**src/hdl/kwi_pkg.sv**
```systemverilog
// What this block does
// - eight enable bits, bit n lets port zero pin n raise the keypad interrupt
// - shared key_press_flag sets when an enabled pin is low and function is active
// - interrupt request from the flag only when the keypad source is enabled
// - key_press_flag stays set until software clears it; the handler must clear it
// - an enabled keypad event wakes the processor from idle and from power down
// - any single pin or all pins may be selected; all combine into one interrupt
//
// package for the keypad wake interrupt: register map, field positions, resets
// assumes a simple strobe register port with read data one cycle after the read
package kwi_pkg;

  // sizes
  localparam int KWI_PINS = 8;
  localparam int KWI_AW = 8;
  localparam int KWI_DW = 32;

  // register byte addresses
  localparam logic [KWI_AW-1:0] KWI_OFS_PIN_EN = 8'h00;
  localparam logic [KWI_AW-1:0] KWI_OFS_CTRL = 8'h04;
  localparam logic [KWI_AW-1:0] KWI_OFS_STATUS = 8'h08;
  localparam logic [KWI_AW-1:0] KWI_OFS_MASK = 8'h0C;
  localparam logic [KWI_AW-1:0] KWI_OFS_CAUSE = 8'h10;
  localparam logic [KWI_AW-1:0] KWI_OFS_PINS = 8'h14;

  // field positions
  localparam int KWI_CTRL_FUNC_EN = 0;
  localparam int KWI_STAT_KEY_FLAG = 0;
  localparam int KWI_MASK_KEY_IE = 0;

  // reset values
  localparam logic [KWI_PINS-1:0] KWI_RST_PIN_EN = 8'h00;
  localparam logic KWI_RST_FUNC_EN = 1'b0;
  localparam logic KWI_RST_FLAG = 1'b0;
  localparam logic KWI_RST_MASK = 1'b0;
  localparam logic [KWI_PINS-1:0] KWI_RST_CAUSE = 8'h00;
  localparam logic [KWI_DW-1:0] KWI_RST_RDATA = 32'h0000_0000;

  // register port request as one bundle
  typedef struct packed {
    logic [KWI_AW-1:0] addr;
    logic [KWI_DW-1:0] wdata;
    logic wr;
    logic rd;
  } kwi_bus_req_t;

  // power states of the core; the wake output serves only idle and down
  typedef enum logic [1:0] {
    KWI_PWR_RUN,
    KWI_PWR_IDLE,
    KWI_PWR_DOWN
  } kwi_pwr_t;

endpackage

```
**src/hdl/kwi_wake.sv**
```systemverilog
// combinational pin qualifier and wake path for the keypad wake interrupt
// assumes port pins are synchronous to ref_clk; works with the clock stopped
`timescale 1ns/10ps
module kwi_wake
#(
  parameter int PINS = 8
)
(
  // pins and settings
  input wire logic [PINS-1:0] pin_in,
  input wire logic [PINS-1:0] pin_en,
  input wire logic func_en,
  input wire logic key_ie,
  input wire logic flag,
  // power state
  input wire logic idle_mode,
  input wire logic power_down,
  // results
  output logic [PINS-1:0] pin_hit,
  output logic any_hit,
  output logic wake
);
  import kwi_pkg::*;

  // a pin counts when enabled and pulled low, gated by the global enable
  genvar g;
  generate
    for (g = 0; g < PINS; g = g + 1)
    begin : gen_hit
      assign pin_hit[g] = func_en & pin_en[g] & ~pin_in[g];
    end
  endgenerate

  // all selected pins fold into one shared event
  assign any_hit = |pin_hit;

  // wake is not clocked: in power down there is no clock to set the flag first
  assign wake = (idle_mode | power_down) & key_ie & (flag | any_hit);
endmodule

```
**src/hdl/kwi_top.sv**
```systemverilog
// keypad wake interrupt: pin enables, shared flag, mask, interrupt and wake
// assumes pins and register strobes are synchronous to ref_clk
//
// Added by the designer: the plain strobed port and the address map.
`timescale 1ns/10ps
module kwi_top
#(
  parameter int PINS = 8
)
(
  // clock and reset
  input wire logic ref_clk,
  input wire logic reset_n,
  // register port
  input wire kwi_pkg::kwi_bus_req_t bus_req,
  output logic [kwi_pkg::KWI_DW-1:0] rd_data,
  // keypad pins, port zero
  input wire logic [PINS-1:0] key_pins,
  // power state from the core
  input wire logic idle_mode,
  input wire logic power_down,
  // to the core
  output logic irq,
  output logic wake_req
);
  import kwi_pkg::*;

  // register state
  logic [PINS-1:0] key_pin_enable_r;
  logic [PINS-1:0] key_pin_enable_nxt;
  logic func_en_r;
  logic func_en_nxt;
  logic key_press_flag_r;
  logic key_press_flag_nxt;
  logic key_ie_r;
  logic key_ie_nxt;
  logic [PINS-1:0] cause_r;
  logic [PINS-1:0] cause_nxt;
  logic [KWI_DW-1:0] rd_data_r;
  logic [KWI_DW-1:0] rd_data_nxt;

  // decoded strobes
  logic wr_pin_en;
  logic wr_ctrl;
  logic wr_status;
  logic wr_mask;
  logic wr_cause;

  // wake module outputs
  logic [PINS-1:0] pin_hit;
  logic any_hit;
  logic wake;

  // true when the request address selects the given register
  function automatic logic hit_addr(input logic [KWI_AW-1:0] a, input logic [KWI_AW-1:0] ofs);
    hit_addr = (a == ofs);
  endfunction

  // write strobes per register
  assign wr_pin_en = bus_req.wr & hit_addr(bus_req.addr, KWI_OFS_PIN_EN);
  assign wr_ctrl = bus_req.wr & hit_addr(bus_req.addr, KWI_OFS_CTRL);
  assign wr_status = bus_req.wr & hit_addr(bus_req.addr, KWI_OFS_STATUS);
  assign wr_mask = bus_req.wr & hit_addr(bus_req.addr, KWI_OFS_MASK);
  assign wr_cause = bus_req.wr & hit_addr(bus_req.addr, KWI_OFS_CAUSE);

  // pin qualification and the clockless wake path
  kwi_wake
  #(
    .PINS(PINS)
  )
  u_wake
  (
    .pin_in(key_pins),
    .pin_en(key_pin_enable_r),
    .func_en(func_en_r),
    .key_ie(key_ie_r),
    .flag(key_press_flag_r),
    .idle_mode(idle_mode),
    .power_down(power_down),
    .pin_hit(pin_hit),
    .any_hit(any_hit),
    .wake(wake)
  );

  // configuration next values: enables, global function bit, interrupt mask
  always_comb
  begin
    key_pin_enable_nxt = key_pin_enable_r;
    func_en_nxt = func_en_r;
    key_ie_nxt = key_ie_r;
    if (wr_pin_en)
    begin
      // any combination of pins may be selected
      key_pin_enable_nxt = bus_req.wdata[PINS-1:0];
    end
    if (wr_ctrl)
    begin
      func_en_nxt = bus_req.wdata[KWI_CTRL_FUNC_EN];
    end
    if (wr_mask)
    begin
      key_ie_nxt = bus_req.wdata[KWI_MASK_KEY_IE];
    end
  end

  // configuration registers
  always_ff @(posedge ref_clk or negedge reset_n)
  begin
    if (!reset_n)
    begin
      key_pin_enable_r <= KWI_RST_PIN_EN;
      func_en_r <= KWI_RST_FUNC_EN;
      key_ie_r <= KWI_RST_MASK;
    end
    else
    begin
      key_pin_enable_r <= key_pin_enable_nxt;
      func_en_r <= func_en_nxt;
      key_ie_r <= key_ie_nxt;
    end
  end

  // flag and cause next values; a new key event beats a write-one clear
  // the flag is level-set: a held key keeps it set, so software must release first
  always_comb
  begin
    key_press_flag_nxt = key_press_flag_r;
    cause_nxt = cause_r;
    if (wr_status && bus_req.wdata[KWI_STAT_KEY_FLAG])
    begin
      key_press_flag_nxt = 1'b0;
    end
    if (wr_cause)
    begin
      cause_nxt = cause_r & ~bus_req.wdata[PINS-1:0];
    end
    if (any_hit)
    begin
      key_press_flag_nxt = 1'b1;
    end
    cause_nxt = cause_nxt | pin_hit;
  end

  // flag and cause registers
  always_ff @(posedge ref_clk or negedge reset_n)
  begin
    if (!reset_n)
    begin
      key_press_flag_r <= KWI_RST_FLAG;
      cause_r <= KWI_RST_CAUSE;
    end
    else
    begin
      key_press_flag_r <= key_press_flag_nxt;
      cause_r <= cause_nxt;
    end
  end

  // read mux; unmapped addresses and idle cycles return zero
  always_comb
  begin
    rd_data_nxt = KWI_RST_RDATA;
    if (bus_req.rd)
    begin
      case (bus_req.addr)
        KWI_OFS_PIN_EN: rd_data_nxt[PINS-1:0] = key_pin_enable_r;
        KWI_OFS_CTRL: rd_data_nxt[KWI_CTRL_FUNC_EN] = func_en_r;
        KWI_OFS_STATUS: rd_data_nxt[KWI_STAT_KEY_FLAG] = key_press_flag_r;
        KWI_OFS_MASK: rd_data_nxt[KWI_MASK_KEY_IE] = key_ie_r;
        KWI_OFS_CAUSE: rd_data_nxt[PINS-1:0] = cause_r;
        KWI_OFS_PINS: rd_data_nxt[PINS-1:0] = key_pins;
        default: rd_data_nxt = KWI_RST_RDATA;
      endcase
    end
  end

  // read data register, valid only in the cycle after the strobe
  always_ff @(posedge ref_clk or negedge reset_n)
  begin
    if (!reset_n)
    begin
      rd_data_r <= KWI_RST_RDATA;
    end
    else
    begin
      rd_data_r <= rd_data_nxt;
    end
  end

  // outputs
  assign rd_data = rd_data_r;
  assign irq = key_press_flag_r & key_ie_r;
  assign wake_req = wake;
endmodule

```
**config.mk**
```make
export PLATFORM = sky130hd
export DESIGN_NAME = kwi_top
export DESIGN_NICKNAME = d
export VERILOG_FILES = /design/src/hdl/kwi_pkg.sv /design/src/hdl/kwi_wake.sv /design/src/hdl/kwi_top.sv
export SDC_FILE = /design/constraint.sdc
export NUM_CORES = 1
export LEC_CHECK = 0
export BUFFER_PORTS_ARGS = -buffer_cell sky130_fd_sc_hd__buf_2
export CAP_MARGIN = 20
export CORE_ASPECT_RATIO = 1.2
export CORE_MARGIN = 2
export CORE_UTILIZATION = 44
export CTS_CLUSTER_SIZE = 20
export DETAILED_ROUTE_END_ITERATION = 7
export PLACE_DENSITY = 0.8
export SYNTH_ARGS = -nofsm -noshare
export SYNTH_HDL_FRONTEND = slang
export SYNTH_SLANG_ARGS = --single-unit
export TNS_END_PERCENT = 10
```
**constraint.sdc**
```tcl
create_clock -name ref_clk -period 1.6 [get_ports ref_clk]
set_input_delay 0.08 -clock ref_clk [delete_from_list [all_inputs] [get_ports ref_clk]]
set_output_delay 0.08 -clock ref_clk [all_outputs]
set_load 0.02 [all_outputs]
```
## Yosys cells after proc, flatten, opt, wreduce, memory -nomap -nowiden

Index checks and enable logic that the tools add are counted.

- Output and inout bits: 34
- Input bits: 54
- Latch bits: 0
- Flip-flop bits (word level): 27
- Word-level logic and storage cells: 58
- ROM bits: 0
- Memories kept: 0
- Bits in writable memories: 0

- Multiplexer cells: 6
- Reductions and logical operators: 4
- $mul: 0
- $add $sub $neg: 0
- Shifts and indexed selects: 0
- Divide/modulo/power cells: 0
- Bitwise operators: 37
- Magnitude comparators: 0
- Eq/ne operators: 5

Operators by type and width:

| cell | number |
|---|---|
| bitwise AND 1 bit | 24 |
| case mux 7 bit (3 select lines) | 1 |
| == test 8 x 4 -> 1 bit (second input constant) | 2 |
| == test 8 x 5 -> 1 bit (second input constant) | 2 |
| 2-to-1 mux 8 bit | 2 |
| bitwise AND 8 bit | 1 |
| == test 8 x 3 -> 1 bit (second input constant) | 1 |
| logical NOT 8 bit | 1 |
| NOT 1 bit | 8 |
| NOT 8 bit | 1 |
| bitwise OR 8 bit | 1 |
| OR reduction 8 bit | 1 |
| case mux 1 bit (6 select lines) | 1 |
| 2-to-1 mux 1 bit | 2 |
| bitwise OR 1 bit | 2 |
| nonzero test 2 bit | 1 |
| logical AND 1 bit | 1 |

## Logic depth before layout (Yosys ltp)

- Depth in word-level cells: 5
- Depth in mapped cells: 5
- Depth with buffers taken out: 4

## Cells and area by module

A second synthesis with hierarchy kept.

- Cell total of the unflattened synthesis: 164
- Area total of the unflattened synthesis: 1,799.2 um^2

By module, submodules not included:

| module | area each (um^2) | cells an instance | times used | sequential area each (um^2) |
|---|---|---|---|---|
| kwi_top | 1,607.8 | 142 | 1 | 675.6 |
| kwi_wake | 191.4 | 22 | 1 | 0.0 |

## Worst setup path before layout

Ideal clock, no wire load.

- Path kind: input port to flip-flop
- Start: in bus_req[39] (netlist bit)
- End: reg cause_r[1]
- Stages: 4
- Path buffers: 0
- Setup slack: 0.343 ns
- Library setup time: 0.121 ns
- Data required time: 1.479 ns
- Arrival time: 1.136 ns
- Cells stage by stage: or3_4 > nor4_4 > nand2_1 > a22o_1

- Longest elaborated chain between the ends: 4

RTL lines:

| what | RTL line | RTL |
|---|---|---|
| from (decl) | kwi_top.sv:15 | `input wire kwi_pkg::kwi_bus_req_t bus_req,` |
| == test 8 x 5 -> 1 bit | kwi_top.sv:56 | `hit_addr = (a == ofs);` |
| bitwise AND 1 bit | kwi_top.sv:64 | `assign wr_cause = bus_req.wr & hit_addr(bus_req.addr, KWI_OFS_CAUSE);` |
| 2-to-1 mux 8 bit | kwi_top.sv:133 | `if (wr_cause)` |
| bitwise OR 8 bit | kwi_top.sv:141 | `cause_nxt = cause_nxt \| pin_hit;` |
| net cause_nxt[1] | kwi_top.sv:38 | `logic [PINS-1:0] cause_nxt;` |
| to (signal assigned) | kwi_top.sv:155 | `cause_r <= cause_nxt;` |
| to (decl) | kwi_top.sv:37 | `logic [PINS-1:0] cause_r;` |

The timed path passes the listed nets, and every way through them passes these cells.
A chain may end at the register's enable or synchronous reset.

## Worst setup path after layout

- Start: reg key_pin_enable_r[1]
- End: out wake_req

- Longest elaborated chain between the ends: 5

RTL lines:

| what | RTL line | RTL |
|---|---|---|
| from (decl) | kwi_top.sv:29 | `logic [PINS-1:0] key_pin_enable_r;` |
| from (signal assigned) | kwi_top.sv:117 | `key_pin_enable_r <= key_pin_enable_nxt;` |
| bitwise AND 1 bit (2 in a row) | kwi_wake.sv:30 | `assign pin_hit[g] = func_en & pin_en[g] & ~pin_in[g];` |
| OR reduction 8 bit | kwi_wake.sv:35 | `assign any_hit = \|pin_hit;` |
| bitwise OR 1 bit | kwi_wake.sv:38 | `assign wake = (idle_mode \| power_down) & key_ie & (flag \| any_hit);` |
| bitwise AND 1 bit | kwi_wake.sv:38 |  |
| to (decl) | kwi_top.sv:24 | `output logic wake_req` |

No other way between the ends.

==> results.sh <==
export IMPL_dr_pass1_iters=4
export IMPL_diodes=0
export IMPL_grt_pass1_wl_um=4920
export IMPL_cp_arrival_ns=1.60
export IMPL_clock_latency_ns=0.28
export IMPL_dpl_hpwl_um=2180
export IMPL_grt_overflow_total=0
export IMPL_clk_pin_slew_ns=0.09
export IMPL_fin_hold_ws_ns=0.0380
export IMPL_crit_slowest_cell="dfrtp_1"
export IMPL_criticalPathCategory="flop to output port"
export IMPL_floorplan_initialDensity=0.464
export IMPL_hold_viol_final=0
export IMPL_crit_fanout=3
export IMPL_postPlaceCellArea_um2=1700
export IMPL_nets=247
export IMPL_cp_end_kind="output port"
export IMPL_combPwrFrac=0.180
export IMPL_detail_route_antenna_nets=0
export IMPL_root_buffer="clkbuf_8"
export IMPL_vdd_ir_drop_max_mv=0.474
export IMPL_layoutNonFillerInstCount=229
export IMPL_ys_seq_elements=27
export IMPL_ff2ff_setup_slack_ns=0.29
export IMPL_fin_area_um2=1870
export IMPL_clock_path_buffers=2
export IMPL_fmaxAchievable_ghz=0.595
export IMPL_core_area_um2=3370
export IMPL_grt_max_degree=28
export IMPL_power_density_nw_per_um2=732
export IMPL_final_setup_viol_count=1
export IMPL_h_tree_depth=1
export IMPL_post_synth_cell_area_avg_um2=10.6
export IMPL_routed_wl_um=3160
export IMPL_ys_seq_area_frac=0.432
export IMPL_worst_slew_pin_slew_ns=0.593
export IMPL_track_usage=0.157
export IMPL_vias=1134
export IMPL_critPathBufInv=1
export IMPL_max_stage_delay_ns=0.41
export IMPL_p_int_uw=985
export IMPL_dp_cells=219
export IMPL_p_sw_frac=0.279
export IMPL_crit_family="simple AND/OR/NAND/NOR gates"
export IMPL_row_count=23
export IMPL_drtIter0Drc=23
export IMPL_violations="setup timing"
export IMPL_synthesis_area_um2=1560
export IMPL_cap_violations=0
export IMPL_fin_crit_ns=1.68
export IMPL_relSlewSlack=0.605
export IMPL_dp_slack_ns=0.0361
export IMPL_timing_final_crit_share=1.05
export IMPL_p_clk_frac=0.290
export IMPL_finalMaxSlewViolations=0
export IMPL_p_sw_uw=382
export IMPL_via_per_inst=4.95
export IMPL_grt_pass1_vias=1129
export IMPL_seqPwrFrac=0.530
export IMPL_fp_dieArea_um2=4050
export IMPL_setup_ws_ns=-0.0808
export IMPL_drc_errors=0
export IMPL_cts_made_buffers=3
export IMPL_pin_count=88
export IMPL_cts_tree="built"
export IMPL_wl_per_cell_um=13.8
export IMPL_worstSetupStartpointType="flop"
export IMPL_place_gp_congestion=0.720
export IMPL_portBuffers=39
export IMPL_critPathRequiredTime_ns=1.52
export IMPL_status="finished, violations left"
export IMPL_syn_to_final_growth_pct=19.5
export IMPL_yosysWarningCount=0
export IMPL_rsz0062_at_grt="true"
export IMPL_drive_above_1_share=0.422
export IMPL_cp_cell_sequence="nor2b_4 > nor4_4 > a21boi_2 > o221a_2 > buf_6"
export IMPL_antenna_found_initial=0
export IMPL_die_x_um=58.4
export IMPL_hp_class="input port to flop"
export IMPL_ys_types=28
export IMPL_die_y_um=69.3
export IMPL_power_leakage_nw=0.956
export IMPL_syn_inst=147
export IMPL_clock_skew_ns=0.00357
export IMPL_clock_sinks=27
## metal layers
metal / vias to the layer above / GRT usage / part of all wire
met1: 536 / 0.195 / 0.42
met5: - / 0 / 0
met2: 39 / 0.256 / 0.49
met4: 0 / 0.0775 / 0.024
li1: 554 / - / -
met3: 5 / 0.0261 / 0.058
## worst reg2reg max path, stage by stage (launching register included)
cell      delay (ns)
dfrtp_1         0.41
nor2b_4         0.15
nor4_4          0.27
a21boi_2        0.10
buf_4           0.14
a21o_1          0.14
## metrics by stage
| step | power [mW] | util | TNS, ns |
|---|---|---|---|
| 2_1_floorplan | 0.925 | - | 0 |
| 4_1_cts | 1.37 | 0.539 | -0.103 |
| 3_5_place_dp | 0.957 | 0.506 | 0 |
| 5_1_grt | 1.43 | 0.554 | -0.161 |
| 6_report | 1.37 | 0.554 | -0.0808 |
| 3_3_place_gp | 0.952 | 0.506 | 0 |
## path summary, 6_finish.rpt
| check | cells past startpoint | endpoint | from |
|---|---|---|---|
| min in group asynchronous | 2 | rd_data[6]$_DFF_PN0_ | reset_n |
| setup / recovery | 5 | wake_req | key_pin_enable_r[1]$_DFFE_PN0P_ |
| setup reg to reg | 5 | key_press_flag_r$_DFFE_PN0P_ | key_pin_enable_r[1]$_DFFE_PN0P_ |
| hold / removal | 3 | rd_data[0]$_DFF_PN0_ | bus_req[0] |
| max in group asynchronous | 2 | cause_r[0]$_DFF_PN0_ | reset_n |
| hold reg to reg | 1 | cause_r[0]$_DFF_PN0_ | cause_r[0]$_DFF_PN0_ |
## state kept, by name, indices dropped and copies added (netlist names)
name              count
cause_r               8
key_pin_enable_r      8
rd_data               8
func_en_r             1
key_ie_r              1
key_press_flag_r      1
## power by group through the flow
stage	combinational [mW]	clock (mW)	sequential (mW)
finish	0.247	0.396	0.725
global route	0.268	0.433	0.729
CTS	0.234	0.407	0.724
detailed placement	0.219	0	0.738
global placement	0.215	0	0.737
floorplan	0.191	0	0.734
## cell usage after synthesis
library cell / instances / area share
dfrtp_1: 27 / 0.43
buf_4: 24 / 0.12
mux2_2: 18 / 0.13
nand2_1: 10 / 0.024
nor2_1: 10 / 0.024
nor2b_1: 10 / 0.040
a22o_1: 8 / 0.045
nor3b_1: 7 / 0.034
a21oi_1: 6 / 0.019
buf_2: 3 / 0.0096
clkbuf_1: 2 / 0.0048
mux2i_1: 2 / 0.013
nand3_1: 2 / 0.0064
nand4_1: 2 / 0.0080
nor4_1: 2 / 0.0080
or3_4: 2 / 0.014
a211oi_1: 1 / 0.0048
a21boi_0: 1 / 0.0048
a21o_1: 1 / 0.0048
a22oi_1: 1 / 0.0048
and2_1: 1 / 0.0040
conb_1: 1 / 0.0024
nand3b_4: 1 / 0.013
nor2_4: 1 / 0.0072
nor3_1: 1 / 0.0032
nor4_4: 1 / 0.014
o21ai_0: 1 / 0.0032
o221a_2: 1 / 0.0072
## cell families after synthesis
logic type / Yosys count / share of synthesized area
buf+inv: 29 / 0.130
other cells: 1 / 0.00240
flops: 27 / 0.432
compound gates: 20 / 0.0937
simple gates: 50 / 0.199
mux: 20 / 0.143
## layout by cell type (no fill, tap or decap), drive strengths merged
cell,n
and2,1
o221a,1
mux2i,2
a21o,1
nand3b,1
a22oi,1
nand3,2
a21boi,1
clkbuf,3
buf,46
o21ai,1
nor3b,7
nor4,3
nor2,11
a211oi,1
conb,24
nor2b,10
dfrtp,27
nand2,10
or3,2
a22o,8
clkinv,1
a21oi,6
nor3,1
mux2,18
nand4,2
dlygate4sd3,1
## area by class of cell
cell class / instances / area (um2)
clock buffers: 3 / 41.3
clock inverters: 1 / 5.00
fillers: 294 / 1500
multi-input cells: 114 / 835
flip-flops and latches: 27 / 676
well taps: 37 / 46.3
repair buffers: 47 / 264
## timing repair
item | CTS | global route
setup endpoints to repair | 1 | 1
hold buffers | 1 | 0
pin swaps | 4 | 4
buffers inserted | 3 | 2
resized for setup | 9 | 7
endpoints found under the hold margin | 27 | 0
Note: power is estimated with default switching activity, not from simulation.
